**src/hdl/ucs_pkg.sv**
```systemverilog
// package: register map, field layout, reset values and timing of the bank
`default_nettype none
package ucs_pkg;
  localparam int unsigned CLK_HZ = 50_000_000;
  // register offsets
  localparam logic [2:0] OFS_CONV_SYNC  = 3'h0;
  localparam logic [2:0] OFS_DROP_GAIN  = 3'h1;
  localparam logic [2:0] OFS_CUR_LIMIT  = 3'h2;
  localparam logic [2:0] OFS_RETRY_DET  = 3'h3;
  localparam logic [2:0] OFS_SETUP_DONE = 3'h4;
  // field positions
  localparam int POS_RUN_BIT   = 5;
  localparam int POS_SYNC_DIR  = 1;
  localparam int POS_SS_EN     = 0;
  localparam int POS_TRIP      = 4;
  localparam int POS_DONE      = 0;
  localparam int POS_UNCONF    = 7;
  // reset values
  localparam logic       RST_RUN_BIT = 1'h1;
  localparam logic [4:0] RST_GAIN    = 5'h00;
  localparam logic [1:0] RST_DEB     = 2'h0;
  localparam logic       RST_TRIP    = 1'h0;
  localparam logic [2:0] RST_LIMIT   = 3'h7;
  localparam logic [1:0] RST_RETRY   = 2'h0;
  localparam logic       RST_DONE    = 1'h0;
  // readback masks of implemented bits
  localparam logic [7:0] MSK_CONV  = 8'h23;
  localparam logic [7:0] MSK_GAIN  = 8'h1f;
  localparam logic [7:0] MSK_LIMIT = 8'hd7;
  localparam logic [7:0] MSK_RETRY = 8'hf0;
  localparam logic [7:0] MSK_DONE  = 8'h01;
  // charge detect, debounce and current limit codes
  localparam logic [1:0] CD_PASS_SDP = 2'h0;
  localparam logic [1:0] CD_AUTO_CDP = 2'h1;
  localparam logic [1:0] DEB_NONE    = 2'h3;
  localparam logic [2:0] LIM_TOP     = 3'h4;
  // times in microseconds
  localparam int unsigned FAULT_US = 16_000;
  localparam int unsigned DEB0_US  = 1_100;
  localparam int unsigned DEB1_US  = 5_500;
  localparam int unsigned DEB2_US  = 11_000;
  localparam int unsigned RTY0_US  = 2_000_000;
  localparam int unsigned RTY1_US  = 1_000_000;
  localparam int unsigned RTY2_US  = 500_000;
  localparam int unsigned RTY3_US  = 16_000;
  localparam int unsigned CYC_PER_US = CLK_HZ / 1_000_000;

  typedef struct packed {
    logic       run_bit;
    logic       sync_dir;
    logic       ss_en;
    logic [4:0] gain;
    logic [1:0] deb;
    logic       trip;
    logic [2:0] limit;
    logic [1:0] retry;
    logic [1:0] cd;
    logic       done;
  } ucs_cfg_type;

  typedef struct packed {
    logic       wr;
    logic       rd;
    logic [2:0] addr;
    logic [7:0] wdata;
  } ucs_req_type;
endpackage
`default_nettype wire

```
**src/hdl/ucs_fault_timer.sv**
```systemverilog
// fault debounce and retry timer for the overcurrent with undervoltage fault
`default_nettype none
module ucs_fault_timer #(
  parameter int unsigned FAULT_CYC = 800_000,
  parameter int unsigned RTY0_CYC  = 100_000_000,
  parameter int unsigned RTY1_CYC  = 50_000_000,
  parameter int unsigned RTY2_CYC  = 25_000_000,
  parameter int unsigned RTY3_CYC  = 800_000
) (
  input  wire logic       i_clk,
  input  wire logic       i_rst_n,
  input  wire logic       i_cond,
  input  wire logic       i_armed,
  input  wire logic [1:0] i_retry,
  output logic            o_fault,
  output logic            o_shutdown
);
  typedef enum logic [1:0] {ST_IDLE, ST_DEB, ST_OFF} ucs_ft_type;
  ucs_ft_type  st_q;
  logic [31:0] cnt_q;
  logic [31:0] rty_cyc;

  assign rty_cyc = (i_retry == 2'h0) ? 32'(RTY0_CYC) :
                   (i_retry == 2'h1) ? 32'(RTY1_CYC) :
                   (i_retry == 2'h2) ? 32'(RTY2_CYC) : 32'(RTY3_CYC);

  // **************************************************
  // sequence: debounce, shut down, retry
  // **************************************************
  always_ff @(posedge i_clk) begin
    if (!i_rst_n) begin
      st_q  <= ST_IDLE;
      cnt_q <= 32'h0;
    end else begin
      case (st_q)
        ST_IDLE: begin
          cnt_q <= 32'h0;
          if (i_cond && i_armed) begin
            st_q <= ST_DEB;
          end
        end
        ST_DEB: begin
          // condition must persist without a break
          if (!i_cond || !i_armed) begin
            st_q <= ST_IDLE;
          end else if (cnt_q >= 32'(FAULT_CYC) - 32'h1) begin
            st_q  <= ST_OFF;
            cnt_q <= 32'h0;
          end else begin
            cnt_q <= cnt_q + 32'h1;
          end
        end
        ST_OFF: begin
          // retry period taken live, so a rewrite shortens or lengthens a running wait
          if (cnt_q >= rty_cyc - 32'h1) begin
            st_q <= ST_IDLE;
          end else begin
            cnt_q <= cnt_q + 32'h1;
          end
        end
        default: st_q <= ST_IDLE;
      endcase
    end
  end

  assign o_fault    = (st_q == ST_OFF);
  assign o_shutdown = (st_q == ST_OFF);

  fault_needs_time_a: assert property (@(posedge i_clk) disable iff (!i_rst_n)
    $rose(o_fault) |-> $past(i_cond, 2))
    else $error("fault rose without a persisting condition");
  disarm_no_fault_a: assert property (@(posedge i_clk) disable iff (!i_rst_n)
    (!i_armed && st_q != ST_OFF) |=> !$rose(o_fault))
    else $error("fault raised while trip select disables it");
endmodule
`default_nettype wire

```
**src/hdl/ucs_setup_regs.sv**
```systemverilog
// setup register bank of the usb charger converter
`default_nettype none
module ucs_setup_regs #(
  parameter logic        VARIANT_AUTO_CDP = 1'h0,
  parameter int unsigned FAULT_CYC = ucs_pkg::FAULT_US * ucs_pkg::CYC_PER_US,
  parameter int unsigned RTY0_CYC  = ucs_pkg::RTY0_US * ucs_pkg::CYC_PER_US,
  parameter int unsigned RTY1_CYC  = ucs_pkg::RTY1_US * ucs_pkg::CYC_PER_US,
  parameter int unsigned RTY2_CYC  = ucs_pkg::RTY2_US * ucs_pkg::CYC_PER_US,
  parameter int unsigned RTY3_CYC  = ucs_pkg::RTY3_US * ucs_pkg::CYC_PER_US,
  parameter int unsigned DEB0_CYC  = ucs_pkg::DEB0_US * ucs_pkg::CYC_PER_US,
  parameter int unsigned DEB1_CYC  = ucs_pkg::DEB1_US * ucs_pkg::CYC_PER_US,
  parameter int unsigned DEB2_CYC  = ucs_pkg::DEB2_US * ucs_pkg::CYC_PER_US
) (
  input  wire logic              i_clk,
  input  wire logic              i_rst_n,
  input  wire ucs_pkg::ucs_req_type i_req,
  output logic [7:0]             o_rdata,
  output logic [7:0]             o_unconf_flags,
  input  wire logic              i_converter_run_pin,
  input  wire logic              i_first_strap_resistor,
  input  wire logic              i_data_mode_pin,
  input  wire logic              i_overcurrent,
  input  wire logic              i_undervolt,
  output logic                   o_converter_on,
  output logic                   o_sync_oe_n,
  output logic                   o_fault,
  output logic                   o_limit_exceeded,
  output ucs_pkg::ucs_cfg_type   o_cfg
);
  // **************************************************
  // pin synchronisers
  // **************************************************
  logic [4:0] sync1_q;
  logic [4:0] sync2_q;
  wire  [4:0] pins_raw = {i_converter_run_pin, i_first_strap_resistor,
                          i_data_mode_pin, i_overcurrent, i_undervolt};
  wire        run_pin_s = sync2_q[4];
  wire        strap_s   = sync2_q[3];
  wire        dmode_s   = sync2_q[2];
  wire        oc_s      = sync2_q[1];
  wire        uv_s      = sync2_q[0];

  always_ff @(posedge i_clk) begin
    sync1_q <= pins_raw;
    sync2_q <= sync1_q;
  end

  // **************************************************
  // strap capture after reset release
  // **************************************************
  // straps must settle through the synchroniser, so loading waits two edges
  logic [1:0] strap_cnt_q;
  logic       strap_load;
  assign strap_load = (strap_cnt_q == 2'h2);

  always_ff @(posedge i_clk) begin
    if (!i_rst_n) begin
      strap_cnt_q <= 2'h0;
    end else if (strap_cnt_q != 2'h3) begin
      strap_cnt_q <= strap_cnt_q + 2'h1;
    end
  end

  // **************************************************
  // register file
  // **************************************************
  ucs_pkg::ucs_cfg_type cfg_q;
  wire [7:0] wd = i_req.wdata;
  wire wr_conv  = i_req.wr && (i_req.addr == ucs_pkg::OFS_CONV_SYNC);
  wire wr_gain  = i_req.wr && (i_req.addr == ucs_pkg::OFS_DROP_GAIN);
  wire wr_limit = i_req.wr && (i_req.addr == ucs_pkg::OFS_CUR_LIMIT);
  wire wr_retry = i_req.wr && (i_req.addr == ucs_pkg::OFS_RETRY_DET);
  wire wr_done  = i_req.wr && (i_req.addr == ucs_pkg::OFS_SETUP_DONE);
  wire [1:0] cd_preload = (VARIANT_AUTO_CDP && dmode_s) ?
                          ucs_pkg::CD_AUTO_CDP : ucs_pkg::CD_PASS_SDP;

  always_ff @(posedge i_clk) begin
    if (!i_rst_n) begin
      cfg_q.run_bit  <= ucs_pkg::RST_RUN_BIT;
      cfg_q.sync_dir <= 1'h0;
      cfg_q.ss_en    <= 1'h0;
      cfg_q.gain     <= ucs_pkg::RST_GAIN;
      cfg_q.deb      <= ucs_pkg::RST_DEB;
      cfg_q.trip     <= ucs_pkg::RST_TRIP;
      cfg_q.limit    <= ucs_pkg::RST_LIMIT;
      cfg_q.retry    <= ucs_pkg::RST_RETRY;
      cfg_q.cd       <= ucs_pkg::CD_PASS_SDP;
      cfg_q.done     <= ucs_pkg::RST_DONE;
    end else begin
      if (strap_load) begin
        cfg_q.sync_dir <= strap_s;
        cfg_q.ss_en    <= strap_s;
        cfg_q.cd       <= cd_preload;
      end
      // only implemented bits are taken from a write
      if (wr_conv) begin
        cfg_q.run_bit  <= wd[ucs_pkg::POS_RUN_BIT];
        cfg_q.sync_dir <= wd[ucs_pkg::POS_SYNC_DIR];
        cfg_q.ss_en    <= wd[ucs_pkg::POS_SS_EN];
      end
      if (wr_gain) begin
        cfg_q.gain <= wd[4:0];
      end
      if (wr_limit) begin
        cfg_q.deb   <= wd[7:6];
        cfg_q.trip  <= wd[ucs_pkg::POS_TRIP];
        cfg_q.limit <= wd[2:0];
      end
      if (wr_retry) begin
        cfg_q.retry <= wd[7:6];
        cfg_q.cd    <= wd[5:4];
      end
      if (wr_done) begin
        cfg_q.done <= wd[ucs_pkg::POS_DONE];
      end
    end
  end

  // **************************************************
  // read path
  // **************************************************
  wire [7:0] rd_conv  = {2'h0, cfg_q.run_bit, 3'h0, cfg_q.sync_dir,
                         cfg_q.ss_en} & ucs_pkg::MSK_CONV;
  wire [7:0] rd_gain  = {3'h0, cfg_q.gain} & ucs_pkg::MSK_GAIN;
  wire [7:0] rd_limit = {cfg_q.deb, 1'h0, cfg_q.trip, 1'h0, cfg_q.limit}
                        & ucs_pkg::MSK_LIMIT;
  wire [7:0] rd_retry = {cfg_q.retry, cfg_q.cd, 4'h0} & ucs_pkg::MSK_RETRY;
  wire [7:0] rd_done  = {7'h0, cfg_q.done} & ucs_pkg::MSK_DONE;
  wire [7:0] rd_mux;
  assign rd_mux =
    (i_req.addr == ucs_pkg::OFS_CONV_SYNC)  ? rd_conv  :
    (i_req.addr == ucs_pkg::OFS_DROP_GAIN)  ? rd_gain  :
    (i_req.addr == ucs_pkg::OFS_CUR_LIMIT)  ? rd_limit :
    (i_req.addr == ucs_pkg::OFS_RETRY_DET)  ? rd_retry :
    (i_req.addr == ucs_pkg::OFS_SETUP_DONE) ? rd_done  : 8'h00;

  // bits that exist at an address; every other position reads zero
  function automatic logic [7:0] used_bits(input logic [2:0] a);
    logic [7:0] m;
    m = 8'h00;
    if (a == ucs_pkg::OFS_CONV_SYNC) begin
      m = ucs_pkg::MSK_CONV;
    end else if (a == ucs_pkg::OFS_DROP_GAIN) begin
      m = ucs_pkg::MSK_GAIN;
    end else if (a == ucs_pkg::OFS_CUR_LIMIT) begin
      m = ucs_pkg::MSK_LIMIT;
    end else if (a == ucs_pkg::OFS_RETRY_DET) begin
      m = ucs_pkg::MSK_RETRY;
    end else if (a == ucs_pkg::OFS_SETUP_DONE) begin
      m = ucs_pkg::MSK_DONE;
    end
    return m;
  endfunction

  logic [7:0] rdata_q;
  logic [7:0] unconf_q;
  always_ff @(posedge i_clk) begin
    if (!i_rst_n) begin
      rdata_q  <= 8'h00;
      unconf_q <= 8'h80;
    end else begin
      if (i_req.rd) begin
        rdata_q <= rd_mux;
      end
      // flag follows the done bit directly, so it cannot be lost
      unconf_q <= {!cfg_q.done, 7'h0};
    end
  end
  assign o_rdata        = rdata_q;
  assign o_unconf_flags = unconf_q;

  // **************************************************
  // current limit debounce
  // **************************************************
  // threshold compare sits in the analogue front end; this times its report
  logic [31:0] deb_cnt_q;
  logic [31:0] deb_cyc;
  logic        lim_q;
  assign deb_cyc = (cfg_q.deb == 2'h0) ? 32'(DEB0_CYC) :
                   (cfg_q.deb == 2'h1) ? 32'(DEB1_CYC) :
                   (cfg_q.deb == 2'h2) ? 32'(DEB2_CYC) : 32'h0;
  always_ff @(posedge i_clk) begin
    if (!i_rst_n || !oc_s) begin
      deb_cnt_q <= 32'h0;
      lim_q     <= 1'h0;
    end else if (cfg_q.deb == ucs_pkg::DEB_NONE ||
                 deb_cnt_q >= deb_cyc - 32'h1) begin
      lim_q <= 1'h1;
    end else begin
      deb_cnt_q <= deb_cnt_q + 32'h1;
    end
  end
  assign o_limit_exceeded = lim_q;

  // **************************************************
  // fault and converter enable
  // **************************************************
  logic shutdown;
  logic fault_w;
  ucs_fault_timer #(
    .FAULT_CYC (FAULT_CYC),
    .RTY0_CYC  (RTY0_CYC),
    .RTY1_CYC  (RTY1_CYC),
    .RTY2_CYC  (RTY2_CYC),
    .RTY3_CYC  (RTY3_CYC)
  ) u_fault (
    .i_clk      (i_clk),
    .i_rst_n    (i_rst_n),
    .i_cond     (oc_s && uv_s),
    .i_armed    (!cfg_q.trip),
    .i_retry    (cfg_q.retry),
    .o_fault    (fault_w),
    .o_shutdown (shutdown)
  );

  logic on_q;
  logic fault_q;
  always_ff @(posedge i_clk) begin
    if (!i_rst_n) begin
      on_q    <= 1'h0;
      fault_q <= 1'h0;
    end else begin
      on_q    <= cfg_q.run_bit && run_pin_s && cfg_q.done && !shutdown;
      fault_q <= fault_w;
    end
  end
  assign o_converter_on = on_q;
  assign o_sync_oe_n    = cfg_q.sync_dir;
  assign o_fault        = fault_q;
  assign o_cfg          = cfg_q;

  held_until_done_a: assert property (@(posedge i_clk) disable iff (!i_rst_n)
    !cfg_q.done |=> !o_converter_on)
    else $error("converter on before setup done");
  run_and_gate_a: assert property (@(posedge i_clk) disable iff (!i_rst_n)
    o_converter_on |-> $past(cfg_q.run_bit) && $past(run_pin_s))
    else $error("converter on without run bit and pin");
  unconf_flag_a: assert property (@(posedge i_clk) disable iff (!i_rst_n)
    !cfg_q.done |=> o_unconf_flags[ucs_pkg::POS_UNCONF])
    else $error("unconfigured flag low while not configured");
  unused_zero_a: assert property (@(posedge i_clk) disable iff (!i_rst_n)
    i_req.rd |=> (o_rdata & ~used_bits($past(i_req.addr))) == 8'h00)
    else $error("unused bit read as one");
  gain_write_a: assert property (@(posedge i_clk) disable iff (!i_rst_n)
    wr_gain |=> cfg_q.gain == $past(wd[4:0]))
    else $error("gain write lost");
  limit_write_a: assert property (@(posedge i_clk) disable iff (!i_rst_n)
    wr_limit |=> cfg_q.limit == $past(wd[2:0])
      && cfg_q.trip == $past(wd[ucs_pkg::POS_TRIP]))
    else $error("limit write lost");
  shutdown_off_a: assert property (@(posedge i_clk) disable iff (!i_rst_n)
    shutdown |=> !o_converter_on)
    else $error("converter on during fault shutdown");
  sync_dir_a: assert property (@(posedge i_clk) disable iff (!i_rst_n)
    wr_conv |=> o_sync_oe_n == $past(wd[ucs_pkg::POS_SYNC_DIR]))
    else $error("sync direction write not applied");
endmodule
`default_nettype wire

```
**config.mk**
```make
export PLATFORM = sky130hd
export DESIGN_NAME = ucs_setup_regs
export DESIGN_NICKNAME = d
export VERILOG_FILES = /design/src/hdl/ucs_pkg.sv /design/src/hdl/ucs_fault_timer.sv /design/src/hdl/ucs_setup_regs.sv
export SDC_FILE = /design/constraint.sdc
export NUM_CORES = 1
export LEC_CHECK = 0
export BUFFER_PORTS_ARGS = -buffer_cell sky130_fd_sc_hd__clkbuf_2
export CAP_MARGIN = 20
export CORE_UTILIZATION = 43
export DETAILED_ROUTE_END_ITERATION = 16
export MAX_ROUTING_LAYER = met4
export PLACE_DENSITY_LB_ADDON = 0.15
export SLEW_MARGIN = 20
export SYNTH_ARGS = -nofsm -noshare
export SYNTH_HDL_FRONTEND = slang
export SYNTH_SLANG_ARGS = --single-unit
```
**constraint.sdc**
```tcl
create_clock -name i_clk -period 4.3 [get_ports i_clk]
set_input_delay 0.215 -clock i_clk [delete_from_list [all_inputs] [get_ports i_clk]]
set_output_delay 0.215 -clock i_clk [all_outputs]
set_load 0.01 [all_outputs]
```
## Word-level counts from Yosys, hierarchy flattened

Cells that the tools add are included.
W data, S select, Z words.

| word-level totals | value |
|---|---|
| register bits | 116 |
| output and inout bits | 39 |
| word-level logic and storage cells | 100 |
| input port bits | 20 |

| cells by class | value |
|---|---|
| reductions and logical operators | 28 |
| magnitude comparators | 3 |
| multiplexer cells | 24 |
| $add $sub $neg | 5 |
| equal/unequal tests | 18 |

Operators by type and width:

| operator | count |
|---|---|
| $mux W32 | 5 |
| $pmux W32 S3 | 1 |
| $add A32 B1 Y32 const B | 2 |
| $ge A32 B32 Y1 | 2 |
| $mux W20 | 3 |
| $ge A32 B20 Y1 const B | 1 |
| $mux W8 | 4 |
| $sub A32 B1 Y32 const B | 1 |
| $mux W25 | 1 |
| $sub A20 B1 Y21 const B | 1 |
| $mux W2 | 8 |
| $eq A2 B2 Y1 const B | 5 |
| $logic_and A1 B1 Y1 | 10 |
| $eq A2 B1 Y1 const B | 3 |
| $eq A3 B2 Y1 const B | 2 |
| $logic_not A1 Y1 | 6 |
| $logic_not A2 Y1 | 3 |
| $ne A2 B2 Y1 const B | 3 |
| $pmux W2 S3 | 1 |
| $reduce_and A3 Y1 | 2 |
| $ne A2 B1 Y1 const B | 2 |
| $reduce_bool A2 Y1 | 2 |
| $eq A3 B1 Y1 const B | 1 |
| $eq A3 B3 Y1 const B | 1 |
| 6 further kinds | 8 |

## Depth between registers and ports, before layout

| logic depth | value |
|---|---|
| word-level depth | 8 |
| depth in mapped cells | 14 |
| gate-level depth less buffers | 11 |

## Hierarchy

Synthesis repeated with hierarchy kept, for this count alone.

| second synthesis, totals | value |
|---|---|
| cells, all modules | 777 |
| area total of the unflattened synthesis | 6,595.1 µm² |

Modules (own cells, without submodules):

| module | seq. area each (µm²) | area each (µm²) | instances | cells each |
|---|---|---|---|---|
| ucs_setup_regs | 1,461.4 | 4,045.1 | 1 | 457 |
| ucs_fault_timer | 680.7 | 2,549.9 | 1 | 320 |

## Worst setup path before layout

OpenSTA, ideal clock, no wires.

| path | value |
|---|---|
| path kind | register -> register |
| from | register, netlist name o_cfg[9] |
| to | register deb_cnt_q[29] |
| required time | 4.230 ns |
| buffers on the path | 3 |
| clock period less this slack | 3.195 ns |
| setup slack | 1.105 ns |
| arrival | 3.125 ns |
| library setup time | 0.070 ns |
| stages on the path, launching flop included | 15 |
| cells stage by stage | dfxtp_1 -> inv_1 -> ha_1 -> or2_2 -> ha_1 -> nand4_1 -> a21oi_1 -> o311ai_1 -> a211oi_1 -> or2_1 -> clkbuf_1 -> clkbuf_1 -> buf_2 -> o21ai_0 -> a21oi_1 |

| on the way | value |
|---|---|
| word-level cells in the longest chain between the ends | 7 |
| elaborated cells on any way between the ends | 10 |
| those cells by class | 1 x add/sub; 1 x order compare; 3 x eq/ne; 3 x mux; 2 x reduce/logical |

Ends and longest elaborated chain:

| what | line | text |
|---|---|---|
| $eq A2 B2 Y1 | ucs_setup_regs.sv:181 | `(cfg_q.deb == 2'h2) ? 32'(DEB2_CYC) : 32'h0;` |
| $mux W20 | ucs_setup_regs.sv:181 |  |
| $mux W20 | ucs_setup_regs.sv:180 | `(cfg_q.deb == 2'h1) ? 32'(DEB1_CYC) :` |
| $mux W20 | ucs_setup_regs.sv:179 | `assign deb_cyc = (cfg_q.deb == 2'h0) ? 32'(DEB0_CYC) :` |
| $sub A20 B1 Y21 | ucs_setup_regs.sv:187 | `deb_cnt_q >= deb_cyc - 32'h1) begin` |
| $ge A32 B32 Y1 | ucs_setup_regs.sv:187 |  |
| $logic_or A1 B1 Y1 * | ucs_setup_regs.sv:186 | `end else if (cfg_q.deb == ucs_pkg::DEB_NONE \|\|` |
| to (signal assigned) | ucs_setup_regs.sv:190 | `deb_cnt_q <= deb_cnt_q + 32'h1;` |
| to (decl) | ucs_setup_regs.sv:176 | `logic [31:0] deb_cnt_q;` |

Every way passes the cells marked *; elsewhere a longest branch is shown, timed or not.
A chain may end at the register's enable or synchronous reset.

## Worst setup path in the final report

| path | value |
|---|---|
| from | register, netlist name o_cfg[9] |
| to | register deb_cnt_q[24] |

| on the way | value |
|---|---|
| word-level cells in the longest chain between the ends | 7 |
| elaborated cells on any way between the ends | 10 |
| those cells by class | 1 x add/sub; 1 x order compare; 3 x eq/ne; 3 x mux; 2 x reduce/logical |

Ends and longest elaborated chain:

| what | line |
|---|---|
| $eq A2 B2 Y1 | ucs_setup_regs.sv:181 |
| $mux W20 | ucs_setup_regs.sv:181 |
| $mux W20 | ucs_setup_regs.sv:180 |
| $mux W20 | ucs_setup_regs.sv:179 |
| $sub A20 B1 Y21 | ucs_setup_regs.sv:187 |
| $ge A32 B32 Y1 | ucs_setup_regs.sv:187 |
| $logic_or A1 B1 Y1 * | ucs_setup_regs.sv:186 |

Marks and branches as above.

==> impl_metrics.csv <==
group,metric,value,unit
run_status,run_status,"finished, final reports clean",
finish,multi_input_area,0.004079,mm²
sta,fin_crit_sh,0.8992,
die,dieArea,0.01566,mm²
sta,skew,11.12,ps
clock_network,h-tree-depth,3,
sta,setup_violations,0,
drt,vias_per_cell,5.750,
drt,num_vias,5762,
place,dp_worst_setup_slack,429.6,ps
yosys,synth_area_leaders,"dfxtp_1 33%, ha_1 13%, nand2_1 5.4%, a21oi_1 4.9%, mux2i_1 4.1%",
yosys,ys_seq_elements,107,
worst_setup_path,end_kind,"register",
sta,slew_viol_final,0,
finish,finalNetCount,899,
worst_setup_path,crit_path_max_fanout,28,
drt,first_pass_iters,7,
clock_network,hold_buffers,4,
finish,n_antenna_cell,0,
die,start_util,0.4452,
sta,finalSetupTns,0,ps
worst_setup_path,worstPathCellList,"ha_1, inv_1, ha_1, and4_1, nand2_1, a211oi_1, or2_1, nor4_1, mux2i_1",
worst_setup_path,critPathKind,"reg -> reg",
worst_setup_path,worstPathArrival,4100,ps
clock_network,cts.clk_slew.worst_paths,80,ps
drt,drc,0,
power_and_ir_drop,switchingPower,0.6546,mW
sta,rsz0062_at_grt,"no",
sta,min_period,3867,ps
worst_setup_path,crit_path_start_kind,"register",
global_routing,grt_pass1_vias,5560,
clock_network,clockBufferDepth,2,
drt,ant_nets,0,
global_routing,grt_usage,0.2178,
global_routing,grt_pass1_wl,27120,µm
worst_setup_path,cp-startpoint,"o_cfg[9]$_SDFFE_PN0P_",
sta,timing.fmax,258.6,MHz
yosys,avgSynthCellArea,8.380,µm²
yosys,synthMostInstantiatedCell,"dfxtp_1",
drt,wl_per_cell,15.75,µm
clock_network,cts_tree,"built",
worst_hold_path,hold_path_startpoint,"i_req[2]",
die,die_y,125.1,µm
power_and_ir_drop,combPwrFrac,0.143,
worst_setup_path,reg2reg_slack,430,ps
place,port_buffers,50,
clock_network,cts.sinks,107,
power_and_ir_drop,peakVddDrop,0.0002914,V
clock_network,cts_setup_buffers,0,
yosys,netlist_area,0.006520,mm²
die,core-area,0.01464,mm²
job,max_cap_violations,0,
yosys,synth_commonest_cells,"107 x dfxtp_1, 94 x nand2_1, 66 x ha_1",
clock_network,clk_latency,360,ps
yosys,ys.flop_type,"dfxtp_1",
global_routing,grt_remaining_overflow,0,
finish,n_fill_cell,1396,
yosys,synth_cell_types,64,
power_and_ir_drop,p_leak,2.769,nW
yosys,yosysSeqAreaShare,0.3285,
worst_setup_path,cpMostUsedCell,"ha_1",
yosys,synthCells,778,
power_and_ir_drop,p_int,1.547,mW
die,num_io_pins,59,
clock_network,ctsResizeCount,0,
global_routing,grt_max_degree,47,
die,die_w,125.1,µm
place,dp_hpwl,11290,µm
sta,slew_headroom,0.3173,
finish,drive_above_1_share,0.1320,
yosys,yosys.area.top_type_share,0.3285,
global_routing,antenna_found_initial,0,
power_and_ir_drop,p_clk_frac,0.387,
clock_network,cts_made_buffers,9,
power_and_ir_drop,pwr_density_cell,305.3,mW/mm²
yosys,yosys_warnings,0,
worst_setup_path,slowest_delay,840,ps
finish,register_area,0.002142,mm²
power_and_ir_drop,p_seq_frac,0.469,
sta,worst_pin_slew,1018,ps
worst_setup_path,required,4540,ps
die,row_count,44,
worst_setup_path,r2r_start,"o_cfg[9]$_SDFFE_PN0P_",
finish,area_growth,10.61,%
place,routabilityCongestion,0.8369,
clock_network,cts_root_buf,"clkbuf_16",
sta,fin_ws,433.3,ps
yosys,synth-edff-count,0,
power_and_ir_drop,switching_share,0.2973,
worst_setup_path,slowest_stage,"a211oi_1",
drt,wl,15780,µm
yosys,synth_area_leader_cell,"dfxtp_1",
yosys,async_flop_share,0,
worst_hold_path,hp-class,"in -> reg",
drt,drt_iter0_drc,338,
sta,finalHoldViolCount,0,
[stage by stage]
step                total power, mW  cell area, µm²    util  std cells  hold WS, ps
finish                        2.202            7212  0.4925       1002        84.97
global route                  2.303            7212  0.4925       1002        89.38
CTS                           2.228            7212  0.4925       1002        77.06
detailed placement            1.370            6872  0.4692        982        314.6
global placement              1.359            6872  0.4692        982        311.6
floorplan                     1.301            6546       -        785        242.7
[registers in the layout (all words and copies together) (netlist names)]
register and cells:
o_cfg 18, sync1_q 4, u_fault.st_q 2, o_unconf_flags 1, sync2_q 4, o_sync_oe_n 1, o_rdata 8, deb_cnt_q 32
o_fault 1, u_fault.cnt_q 32, o_converter_on 1, strap_cnt_q 2, o_limit_exceeded 1
[worst paths after layout]
path / to / cells past startpoint
worst max-delay path: deb_cnt_q[24]$_SDFFE_PP0N_ / 9
worst min-delay path: o_cfg[7]$_SDFFE_PN1P_ / 3
worst max register to register: deb_cnt_q[24]$_SDFFE_PP0N_ / 9
worst min register to register: sync2_q[0]$_DFF_P_ / 0
[kinds of logic (layout without fill, tap and decap cells)]
family / Yosys count / count (layout) / share of synthesized area
flops: 107 / 107 / 0.3285
simple gates: 334 / 334 / 0.2587
buf+inv: 72 / 105 / 0.04989
other cells: 1 / 8 / 0.0005752
xor+xnor: 14 / 14 / 0.01881
compound gates: 156 / 156 / 0.1737
fa+ha+maj: 66 / 66 / 0.1267
mux: 28 / 28 / 0.04318
[power by group through the flow]
stage / logic [mW] / registers (mW) / clock network [mW]
global placement: 0.304 / 1.06 / 0
detailed placement: 0.313 / 1.06 / 0
CTS: 0.317 / 1.03 / 0.877
floorplan: 0.245 / 1.06 / 0
finish: 0.316 / 1.03 / 0.853
global route: 0.352 / 1.04 / 0.913
[worst max-delay path: cells and delay by family, from the launching register on]
kind	cells	cell delay, ps
AND/OR/NAND/NOR	4	1270
AO/OA/AOI/OAI	1	840
adder cells (fa/ha/maj)	2	710
flip-flops	1	460
multiplexers	1	160
buffers and inverters	1	290
[cells in the final DEF, fill, tap and decap left out, drive strengths merged, types with 8 or more instances in the layout]
cell and count:
or3 30, o22ai 22, nand4 18, nand2b 9, nand3 31, conb 8
dfxtp 107, inv 34, nor2b 9, and2 10, and3 14, a21oi 65
ha 66, nand2 94, clkbuf 59, xnor2 13, nor4 8, mux2i 27
o21ai 15, or4 9, nor2 65, o211ai 8, nor3 12
[cell type report]
cell class	count	share of cell area
Clock buffer	9	0.03123
Inverter	28	0.01457
Sequential cell	107	0.2970
Clock inverter	7	0.01041
Multi-Input combinational cell	606	0.5656
Timing Repair Buffer	61	0.04927
Tap cell	184	0.03192
[routing by layer]
layer | wire (µm) | track usage | up-vias
met5 | 0 | - | -
met4 | 235 | 0.07532 | 0
met3 | 584 | 0.03808 | 18
met2 | 7675 | 0.3589 | 116
met1 | 7285 | 0.2681 | 2775
li1 | - | - | 2853
Power figures use the tool's default switching activity.
